--- src/logic/ec_host_pkg.sv ---
// Constants shared by the embedded controller host interface files.
package ec_host_pkg;
    // -------------------------------------------------------------------
    // Host I/O ports of the two decode ranges
    // -------------------------------------------------------------------
    localparam int NUM_CH = 2;
    localparam logic [15:0] DATA_PORT [NUM_CH] = '{16'h0060, 16'h0062};
    localparam logic [15:0] CMD_PORT [NUM_CH] = '{16'h0064, 16'h0066};

    // -------------------------------------------------------------------
    // Status byte bit positions
    // -------------------------------------------------------------------
    localparam int ST_OUT_FULL = 0;
    localparam int ST_IN_FULL = 1;
    localparam int ST_CMD = 3;
    localparam int ST_BURST = 4;
    localparam int ST_NOTIFY = 5;
    localparam int ST_MGMT = 6;

    // -------------------------------------------------------------------
    // Firmware register offsets
    // -------------------------------------------------------------------
    localparam logic [8:0] CH_STRIDE = 9'h004;
    localparam logic [8:0] SUB_IN = 9'h000;
    localparam logic [8:0] SUB_OUT = 9'h001;
    localparam logic [8:0] SUB_STAT = 9'h002;
    localparam logic [8:0] R_IRQ_STAT = 9'h008;
    localparam logic [8:0] R_IRQ_MASK = 9'h009;
    localparam int SPACE_SEL = 8;
    localparam int SPACE_SIZE = 256;

    // -------------------------------------------------------------------
    // Controller interrupt events and reset values
    // -------------------------------------------------------------------
    localparam int EVT_W = 5;
    localparam int EV_WROTE0 = 0;
    localparam int EV_TOOK0 = 1;
    localparam int EV_WROTE1 = 2;
    localparam int EV_TOOK1 = 3;
    localparam int EV_REFUSED = 4;
    localparam logic [7:0] BYTE_RST = 8'h00;
    localparam logic [4:0] EVT_RST = 5'h00;
endpackage

--- src/logic/host_port_channel.sv ---
// One host decode range: data byte, command/status byte and flags.
`timescale 1ns/1ps
module host_port_channel #(
    parameter bit SHARED = 1'b1
) (
    input wire logic i_clk,
    input wire logic i_rst,
    input wire logic i_host_data_wr,
    input wire logic i_host_cmd_wr,
    input wire logic i_host_data_rd,
    input wire logic [7:0] i_host_wdata,
    input wire logic i_fw_in_rd,
    input wire logic i_fw_out_wr,
    input wire logic i_fw_ctl_wr,
    input wire logic [7:0] i_fw_wdata,
    output logic [7:0] o_in_byte,
    output logic [7:0] o_out_byte,
    output logic [7:0] o_status,
    output logic o_host_wrote,
    output logic o_host_took,
    output logic o_refused
);
    logic [7:0] in_r, in_nxt, out_r, out_nxt;
    logic output_full_flag_r, output_full_flag_nxt, input_full_flag_r, input_full_flag_nxt;
    logic cmd_r, cmd_nxt;
    logic burst_r, burst_nxt, notify_r, notify_nxt, mgmt_r, mgmt_nxt;
    logic req_r, req_nxt, host_wr, load_ok;

    always_comb begin
        host_wr = i_host_data_wr | i_host_cmd_wr;
        // A shared range only takes a reply once a host party has asked.
        load_ok = i_fw_out_wr & (~SHARED | req_r);
        in_nxt = in_r;
        out_nxt = out_r;
        output_full_flag_nxt = output_full_flag_r;
        input_full_flag_nxt = input_full_flag_r;
        cmd_nxt = cmd_r;
        req_nxt = req_r;
        burst_nxt = burst_r;
        notify_nxt = notify_r;
        mgmt_nxt = mgmt_r;
        // Clears are applied first so a same-cycle set wins.
        if (i_fw_in_rd) begin
            input_full_flag_nxt = 1'b0;
        end
        if (i_host_data_rd) begin
            output_full_flag_nxt = 1'b0;
        end
        if (load_ok) begin
            out_nxt = i_fw_wdata;
            output_full_flag_nxt = 1'b1;
            req_nxt = 1'b0;
        end
        if (host_wr) begin
            in_nxt = i_host_wdata;
            input_full_flag_nxt = 1'b1;
            cmd_nxt = i_host_cmd_wr;
            req_nxt = 1'b1;
        end
        if (i_fw_ctl_wr) begin
            burst_nxt = i_fw_wdata[ec_host_pkg::ST_BURST];
            notify_nxt = i_fw_wdata[ec_host_pkg::ST_NOTIFY];
            mgmt_nxt = i_fw_wdata[ec_host_pkg::ST_MGMT];
        end
    end

    always_ff @(posedge i_clk or posedge i_rst) begin
        if (i_rst) begin
            in_r <= ec_host_pkg::BYTE_RST;
            out_r <= ec_host_pkg::BYTE_RST;
            output_full_flag_r <= 1'b0;
            input_full_flag_r <= 1'b0;
            cmd_r <= 1'b0;
            req_r <= 1'b0;
            burst_r <= 1'b0;
            notify_r <= 1'b0;
            mgmt_r <= 1'b0;
        end else begin
            in_r <= in_nxt;
            out_r <= out_nxt;
            output_full_flag_r <= output_full_flag_nxt;
            input_full_flag_r <= input_full_flag_nxt;
            cmd_r <= cmd_nxt;
            req_r <= req_nxt;
            burst_r <= burst_nxt;
            notify_r <= notify_nxt;
            mgmt_r <= mgmt_nxt;
        end
    end

    always_comb begin
        o_status = 8'h00;
        o_status[ec_host_pkg::ST_OUT_FULL] = output_full_flag_r;
        o_status[ec_host_pkg::ST_IN_FULL] = input_full_flag_r;
        o_status[ec_host_pkg::ST_CMD] = cmd_r;
        o_status[ec_host_pkg::ST_BURST] = burst_r;
        o_status[ec_host_pkg::ST_NOTIFY] = notify_r;
        o_status[ec_host_pkg::ST_MGMT] = mgmt_r;
        o_in_byte = in_r;
        o_out_byte = out_r;
        o_host_wrote = host_wr;
        o_host_took = i_host_data_rd & output_full_flag_r;
        o_refused = i_fw_out_wr & ~load_ok;
    end
endmodule

--- src/logic/event_irq.sv ---
// Sticky event status, mask and level interrupt for the controller side.
`timescale 1ns/1ps
module event_irq (
    input wire logic i_clk,
    input wire logic i_rst,
    input wire logic [4:0] i_evt,
    input wire logic i_stat_rd,
    input wire logic i_mask_wr,
    input wire logic [4:0] i_mask_wdata,
    output logic [4:0] o_status,
    output logic [4:0] o_mask,
    output logic o_irq
);
    logic [4:0] stat_r, stat_nxt, mask_r, mask_nxt;
    logic irq_r, irq_nxt;

    always_comb begin
        // A read clears, but an event in the same cycle is kept.
        stat_nxt = (i_stat_rd ? 5'h00 : stat_r) | i_evt;
        mask_nxt = i_mask_wr ? i_mask_wdata : mask_r;
        irq_nxt = |(stat_nxt & mask_nxt);
    end

    always_ff @(posedge i_clk or posedge i_rst) begin
        if (i_rst) begin
            stat_r <= ec_host_pkg::EVT_RST;
            mask_r <= ec_host_pkg::EVT_RST;
            irq_r <= 1'b0;
        end else begin
            stat_r <= stat_nxt;
            mask_r <= mask_nxt;
            irq_r <= irq_nxt;
        end
    end

    assign o_status = stat_r;
    assign o_mask = mask_r;
    assign o_irq = irq_r;
endmodule

--- src/logic/ec_host_if.sv ---
// Embedded controller host interface: two host ranges, firmware port, 256-byte space.
//
// The strobed register port and the address map are this design's own decisions.
`timescale 1ns/1ps
module ec_host_if (
    input wire logic i_clk,
    input wire logic i_rst,
    input wire logic [15:0] i_host_addr,
    input wire logic i_host_wr,
    input wire logic i_host_rd,
    input wire logic [7:0] i_host_wdata,
    output logic [7:0] o_host_rdata,
    output logic o_host_notify,
    output logic o_host_mgmt,
    input wire logic [8:0] i_reg_addr,
    input wire logic [7:0] i_reg_wdata,
    input wire logic i_reg_wr,
    input wire logic i_reg_rd,
    output logic [7:0] o_reg_rdata,
    output logic o_irq
);
    // -------------------------------------------------------------------
    // Decoding helpers
    // -------------------------------------------------------------------
    function automatic logic fw_hit(input logic [8:0] addr, input int ch,
                                    input logic [8:0] sub);
        logic [8:0] base;
        base = 9'(ch) * ec_host_pkg::CH_STRIDE;
        fw_hit = (addr == (base + sub));
    endfunction

    function automatic logic host_hit(input logic [15:0] addr,
                                      input logic [15:0] port);
        host_hit = (addr == port);
    endfunction

    // -------------------------------------------------------------------
    // Host ranges
    // -------------------------------------------------------------------
    logic [7:0] in_byte [ec_host_pkg::NUM_CH];
    logic [7:0] out_byte [ec_host_pkg::NUM_CH];
    logic [7:0] status [ec_host_pkg::NUM_CH];
    logic [ec_host_pkg::NUM_CH-1:0] h_data_wr, h_cmd_wr, h_data_rd, h_cmd_rd;
    logic [ec_host_pkg::NUM_CH-1:0] f_in_rd, f_out_wr, f_ctl_wr;
    logic [ec_host_pkg::NUM_CH-1:0] wrote, took, refused;

    genvar g;
    generate
        for (g = 0; g < ec_host_pkg::NUM_CH; g++) begin : g_ch
            // Byte-wide strobes: one access moves exactly one byte.
            assign h_data_wr[g] = i_host_wr &
                host_hit(i_host_addr, ec_host_pkg::DATA_PORT[g]);
            assign h_cmd_wr[g] = i_host_wr &
                host_hit(i_host_addr, ec_host_pkg::CMD_PORT[g]);
            assign h_data_rd[g] = i_host_rd &
                host_hit(i_host_addr, ec_host_pkg::DATA_PORT[g]);
            assign h_cmd_rd[g] = i_host_rd &
                host_hit(i_host_addr, ec_host_pkg::CMD_PORT[g]);
            assign f_in_rd[g] = i_reg_rd & fw_hit(i_reg_addr, g, ec_host_pkg::SUB_IN);
            assign f_out_wr[g] = i_reg_wr & fw_hit(i_reg_addr, g, ec_host_pkg::SUB_OUT);
            assign f_ctl_wr[g] = i_reg_wr & fw_hit(i_reg_addr, g, ec_host_pkg::SUB_STAT);

            // Range 0 is shared under the host's lock; range 1 is private.
            host_port_channel #(
                .SHARED(g == 0)
            ) u_ch (
                .i_clk(i_clk),
                .i_rst(i_rst),
                .i_host_data_wr(h_data_wr[g]),
                .i_host_cmd_wr(h_cmd_wr[g]),
                .i_host_data_rd(h_data_rd[g]),
                .i_host_wdata(i_host_wdata),
                .i_fw_in_rd(f_in_rd[g]),
                .i_fw_out_wr(f_out_wr[g]),
                .i_fw_ctl_wr(f_ctl_wr[g]),
                .i_fw_wdata(i_reg_wdata),
                .o_in_byte(in_byte[g]),
                .o_out_byte(out_byte[g]),
                .o_status(status[g]),
                .o_host_wrote(wrote[g]),
                .o_host_took(took[g]),
                .o_refused(refused[g])
            );
        end
    endgenerate

    // -------------------------------------------------------------------
    // Host read data and host attention outputs
    // -------------------------------------------------------------------
    logic [7:0] host_rdata_r, host_rdata_nxt;
    logic notify_r, notify_nxt, mgmt_r, mgmt_nxt;

    always_comb begin
        host_rdata_nxt = host_rdata_r;
        notify_nxt = 1'b0;
        mgmt_nxt = 1'b0;
        if (i_host_rd) begin
            host_rdata_nxt = 8'h00;
        end
        for (int c = 0; c < ec_host_pkg::NUM_CH; c++) begin
            if (h_data_rd[c]) begin
                host_rdata_nxt = out_byte[c];
            end
            if (h_cmd_rd[c]) begin
                host_rdata_nxt = status[c];
            end
            // The interface's own host interrupt, separate from any keyboard logic.
            notify_nxt = notify_nxt | status[c][ec_host_pkg::ST_NOTIFY];
            mgmt_nxt = mgmt_nxt | status[c][ec_host_pkg::ST_MGMT];
        end
    end

    always_ff @(posedge i_clk or posedge i_rst) begin
        if (i_rst) begin
            host_rdata_r <= ec_host_pkg::BYTE_RST;
            notify_r <= 1'b0;
            mgmt_r <= 1'b0;
        end else begin
            host_rdata_r <= host_rdata_nxt;
            notify_r <= notify_nxt;
            mgmt_r <= mgmt_nxt;
        end
    end

    // -------------------------------------------------------------------
    // Controller interrupt
    // -------------------------------------------------------------------
    logic [ec_host_pkg::EVT_W-1:0] evt, irq_status, irq_mask;
    logic irq_stat_rd, irq_mask_wr, irq_line;

    always_comb begin
        evt = '0;
        // Host port writes, host data reads while output-full is set, and refused firmware replies, signal the controller firmware.
        evt[ec_host_pkg::EV_WROTE0] = wrote[0];
        evt[ec_host_pkg::EV_TOOK0] = took[0];
        evt[ec_host_pkg::EV_WROTE1] = wrote[1];
        evt[ec_host_pkg::EV_TOOK1] = took[1];
        evt[ec_host_pkg::EV_REFUSED] = |refused;
    end

    assign irq_stat_rd = i_reg_rd & (i_reg_addr == ec_host_pkg::R_IRQ_STAT);
    assign irq_mask_wr = i_reg_wr & (i_reg_addr == ec_host_pkg::R_IRQ_MASK);

    event_irq u_irq (
        .i_clk(i_clk),
        .i_rst(i_rst),
        .i_evt(evt),
        .i_stat_rd(irq_stat_rd),
        .i_mask_wr(irq_mask_wr),
        .i_mask_wdata(i_reg_wdata[ec_host_pkg::EVT_W-1:0]),
        .o_status(irq_status),
        .o_mask(irq_mask),
        .o_irq(irq_line)
    );

    // -------------------------------------------------------------------
    // Controller address space
    // -------------------------------------------------------------------
    // No reset on the array: it is plain storage and firmware initialises it.
    logic [7:0] space_mem [ec_host_pkg::SPACE_SIZE];
    logic space_wr;

    assign space_wr = i_reg_wr & i_reg_addr[ec_host_pkg::SPACE_SEL];

    always_ff @(posedge i_clk) begin
        if (space_wr) begin
            space_mem[i_reg_addr[7:0]] <= i_reg_wdata;
        end
    end

    // -------------------------------------------------------------------
    // Firmware read data
    // -------------------------------------------------------------------
    logic [7:0] reg_rdata_r, reg_rdata_nxt;
    logic irq_r;

    always_comb begin
        reg_rdata_nxt = reg_rdata_r;
        if (i_reg_rd) begin
            reg_rdata_nxt = 8'h00;
            if (i_reg_addr[ec_host_pkg::SPACE_SEL]) begin
                reg_rdata_nxt = space_mem[i_reg_addr[7:0]];
            end else if (i_reg_addr == ec_host_pkg::R_IRQ_STAT) begin
                reg_rdata_nxt = {3'h0, irq_status};
            end else if (i_reg_addr == ec_host_pkg::R_IRQ_MASK) begin
                reg_rdata_nxt = {3'h0, irq_mask};
            end
            for (int c = 0; c < ec_host_pkg::NUM_CH; c++) begin
                if (fw_hit(i_reg_addr, c, ec_host_pkg::SUB_IN)) begin
                    reg_rdata_nxt = in_byte[c];
                end
                if (fw_hit(i_reg_addr, c, ec_host_pkg::SUB_OUT)) begin
                    reg_rdata_nxt = out_byte[c];
                end
                if (fw_hit(i_reg_addr, c, ec_host_pkg::SUB_STAT)) begin
                    reg_rdata_nxt = status[c];
                end
            end
        end
    end

    always_ff @(posedge i_clk or posedge i_rst) begin
        if (i_rst) begin
            reg_rdata_r <= ec_host_pkg::BYTE_RST;
            irq_r <= 1'b0;
        end else begin
            reg_rdata_r <= reg_rdata_nxt;
            irq_r <= irq_line;
        end
    end

    assign o_host_rdata = host_rdata_r;
    assign o_host_notify = notify_r;
    assign o_host_mgmt = mgmt_r;
    assign o_reg_rdata = reg_rdata_r;
    assign o_irq = irq_r;
endmodule

--- config.mk ---
export PLATFORM = sky130hd
export DESIGN_NAME = ec_host_if
export DESIGN_NICKNAME = d
export VERILOG_FILES = /design/src/logic/ec_host_pkg.sv /design/src/logic/host_port_channel.sv /design/src/logic/event_irq.sv /design/src/logic/ec_host_if.sv
export SDC_FILE = /design/constraint.sdc
export NUM_CORES = 2
export LEC_CHECK = 0
export BUFFER_PORTS_ARGS = -buffer_cell sky130_fd_sc_hd__clkbuf_2
export CAP_MARGIN = 5
export CELL_PAD_IN_SITES_DETAIL_PLACEMENT = 1
export CELL_PAD_IN_SITES_GLOBAL_PLACEMENT = 1
export CORE_ASPECT_RATIO = 0.5
export CORE_MARGIN = 4
export CORE_UTILIZATION = 50
export DETAILED_ROUTE_END_ITERATION = 8
export PLACE_DENSITY_LB_ADDON = 0.1
export REMOVE_ABC_BUFFERS = 1
export SLEW_MARGIN = 40
export SYNTH_ARGS = -nofsm -noshare
export SYNTH_HDL_FRONTEND = slang
export SYNTH_SLANG_ARGS = --single-unit
--- constraint.sdc ---
create_clock -name i_clk -period 3 [get_ports i_clk]
set_clock_uncertainty 0.2 [all_clocks]
set_input_delay 0.45 -clock i_clk [delete_from_list [all_inputs] [get_ports i_clk]]
set_output_delay 0.45 -clock i_clk [all_outputs]
set_load 0.02 [all_outputs]
==> results.cfg <==
[clock_tree]
cts_made_buffers = 191
cts_htree_levels = 4
clkTransAtPathRegs_ns = 0.06
clk_latency_ns = 0.86
cts.sinks = 2123
cts_max_path_buffers = 4
cts-root-buf = clkbuf_16
post_cts_buffers = 0
cts_tree = done

[cells_and_area]
utilization_pct = 60.5
area_growth_pct = 19.7
drive_above_1_share_pct = 36.9
final_nets = 5040

[grt]
grt_usage_pct = 31.0
grt.overflow.total = 0
grt_max_degree = 145
grt_pass1_vias = 47865
grt_pass1_wl_mm = 376
antenna_found_initial = 21

[routing]
wl_mm = 269
via_per_inst = 6.43
drc_errors = 0
dr_total_vias = 47160
drt_iter0_markers = 6808
ant_nets = 0
drt_first_pass_iters = 6
wl_per_cell_um = 36.6

[floorplanning]
die_h_um = 297
pin_count = 66
start_util_pct = 50.6
dieArea_um2 = 174000
core_area_um2 = 165000
die_w_um = 586
rows = 105

[worst_setup_path]
cp.required_ns = 3.51
crit_path_end_kind = register
critPathLaunchType = input pin
worstPathArrival_ns = 3.57
cp_max_fo = 21
endpoint = o_reg_rdata[1]$_DFFE_PP0P_
r2r_slack_ns = 0
worstPathCellList = buf_12, buf_4, buf_12, mux4_2, a32oi_2, o311ai_1, a2111oi_1, and4_1, o21ai_1
worstReg2RegEnd = o_reg_rdata[7]$_DFFE_PP0P_
cp-startpoint = i_reg_addr[0]
slowest_stage = mux4_2
crit_path_frequent_cell = buf_12
worst-r2r-cell-count = 7
cpPeakStageDelay_ns = 0.52
path_class = in -> reg
timing.rr.start = space_mem[197][7]$_DFFE_PP_

[yosys]
yosys_warnings = 0
netlist_area_um2 = 83400
ys_seq_area_share_pct = 76.0
ys.flop_type = edfxtp_1
synthCells = 3989
syn_area_per_cell_um2 = 20.9
synth.distinct_cells = 77
synth-async-reset-ratio_pct = 3.53
synth_seq_cells = 2123
synth_edf_count = 2048

[timing]
worstMarginPinSlew_ns = 0.941
rsz0062_at_grt = yes
relSlewSlack_pct = 36.8
min_period_ns = 3.06
setup_ws_ns = -0.0566
hold_violations = 0
fin_crit_sh_pct = 102
finalSetupViolations = 4
fmax_mhz = 327
drv_slew = 0

[placement]
place_ws_ns = -1.23
place_congestion = 1.00
port_buffers = 65
hpwlAfterDp_mm = 185

[power_and_ir_drop]
peakVddDrop_v = 0.000445
p_per_area_nw_per_um2 = 606
power.leakage_nw = 33.7

[status]
violations = negative setup slack
status = complete, but fails checks

[hold_path]
min_path_type = in -> reg

[run]
drv_cap = 0
==> where the power goes <==
part	switching, W	total (W)	internal [W]
combinational	0.00242	0.00393	0.00151
sequential	0.0000723	0.0326	0.0325
clock	0.0109	0.0239	0.0131
==> repair_timing <==
item	in CTS	in global routing
endpoints found under the setup margin	3	7
gates resized for setup	5	5
hold buffers	29	2
cloned	0	0
endpoints found under the hold margin	218	64
==> cell usage after synthesis (6+ instances only) <==
cell type  instances  area, µm²
nand3_1           43        215
a211oi_1          18        135
mux2i_1          139       1390
or2_2              7       43.8
o22ai_1           22        138
o21ai_0           32        160
a2111oi_0          7       61.3
a21oi_1           44        220
dfrtp_1           75       1880
and3_1            11       68.8
buf_1             10       37.5
buf_4             35        263
o2111ai_1          6       52.6
nand2_1          100        375
mux4_1             8        210
o21ai_1            7       35.0
a31oi_1           10       62.6
nor3_1            24        120
buf_12             8        160
a221oi_1          12        105
buf_2             53        265
nor4_1            13       81.3
o221ai_1           7       61.3
a22oi_1           91        683
buf_6             34        383
o211ai_1          10       75.1
nand2b_1          10       62.6
mux2_2            55        619
a22o_1            10       87.6
nor2b_1           23        144
clkbuf_1         100        375
nand4_1           18        113
nor2_1           302       1130
edfxtp_1        2048      61500
inv_1             17       63.8
mux4_2           499      11200
==> layer usage <==
metal  global-route usage (%)  vias to the layer above  share of wire [%]
li1                         -                    18625                  -
met1                     45.6                    25316                 41
met2                     44.8                     2810                 44
met3                     10.5                      397                 12
met4                     7.41                       12                2.5
met5                     1.10                        -               0.17
==> through the flow <==
stage                     instances  power (W)  area, µm²  setup TNS (ns)  hold slack [ns]
after floorplan                3746     0.0343      81900         -254.54            0.131
after global placement         6958     0.0369      93300          -50.57            0.135
after detailed placement       6960     0.0370      93400          -44.03            0.143
after CTS                      7328     0.0606      99600               0          0.00381
after global routing           7334     0.0622      99800        -0.00721           0.0141
final                          7340     0.0604      99800          -0.169           0.0224
==> layout make-up <==
cell class / instances / area, µm²
Tap cell: 2193 / 2740
Clock buffer: 247 / 5160
Inverter: 18 / 75.1
Sequential cell: 2123 / 63400
Antenna cell: 8 / 20.0
Clock inverter: 92 / 718
Multi-Input combinational cell: 1605 / 18600
Timing Repair Buffer: 1054 / 9110
Fill cell: 14000 / 65100
==> registers in the layout, indices dropped and copies added, names as in the netlist, 2 cells and up <==
name,count
g_ch.u_ch.mgmt_r,2
g_ch.u_ch.input_full_flag_r,2
space_mem,2048
o_reg_rdata,8
g_ch.u_ch.o_out_byte,16
u_irq.o_status,5
g_ch.u_ch.cmd_r,2
g_ch.u_ch.output_full_flag_r,2
o_host_rdata,8
g_ch.u_ch.o_in_byte,16
g_ch.u_ch.notify_r,2
u_irq.o_mask,5
g_ch.u_ch.burst_r,2
==> cell usage in the layout, fill, tap and decap left out, types with 19 or more instances in the layout <==
master,netlist,routed
o22ai_1,22,22
mux2_2,55,55
clkinv_2,0,31
dfrtp_1,75,75
dlygate4sd3_1,0,31
nand2_1,100,100
nand3_1,43,43
o21ai_0,32,31
buf_12,8,89
edfxtp_1,2048,2048
a22oi_1,91,90
mux2i_1,139,139
nor2b_1,23,19
clkinv_1,0,41
nor2_1,302,279
nor2_2,0,21
clkbuf_16,0,195
clkbuf_1,100,43
a21oi_1,44,43
clkbuf_2,0,52
mux4_2,499,499
nor3_1,24,24
buf_4,35,867
==> worst max-delay path: cells and delay by family <==
family / cells / cell delay, ns
AOI/OAI and AO/OA: 4 / 1.37
muxes: 1 / 0.52
buffers and inverters: 3 / 0.78
and+or+nand+nor: 1 / 0.31
==> worst min path at each step <==
stage / cells past startpoint / startpoint / slack [ns] / to
4_1_cts: 1 / i_reg_wdata[4] / 0.004 / space_mem[9][4]$_DFFE_PP_
5_1_grt: 1 / i_reg_wdata[4] / 0.01 / space_mem[9][4]$_DFFE_PP_
3_5_place_dp: 0 / u_irq.o_irq$_DFF_PP0_ / 0.14 / o_irq$_DFF_PP0_
3_3_place_gp: 0 / u_irq.o_irq$_DFF_PP0_ / 0.13 / o_irq$_DFF_PP0_
2_1_floorplan: 0 / u_irq.o_irq$_DFF_PP0_ / 0.13 / o_irq$_DFF_PP0_
6_report: 1 / i_reg_wdata[4] / 0.02 / space_mem[9][4]$_DFFE_PP_
==> cells by family (layout without fill, tap and decap cells) <==
kind of cell           count (synthesis)  count (layout)  synth area share [%]
AOI/OAI and AO/OA                    317             317                  2.72
and+or+nand+nor                      587             587                  3.22
other                                  0               8                     0
buffers and inverters                261            1411                  1.92
DFF                                 2123            2123                  76.0
muxes                                701             701                  16.1
Power figures use the tool's default switching activity.
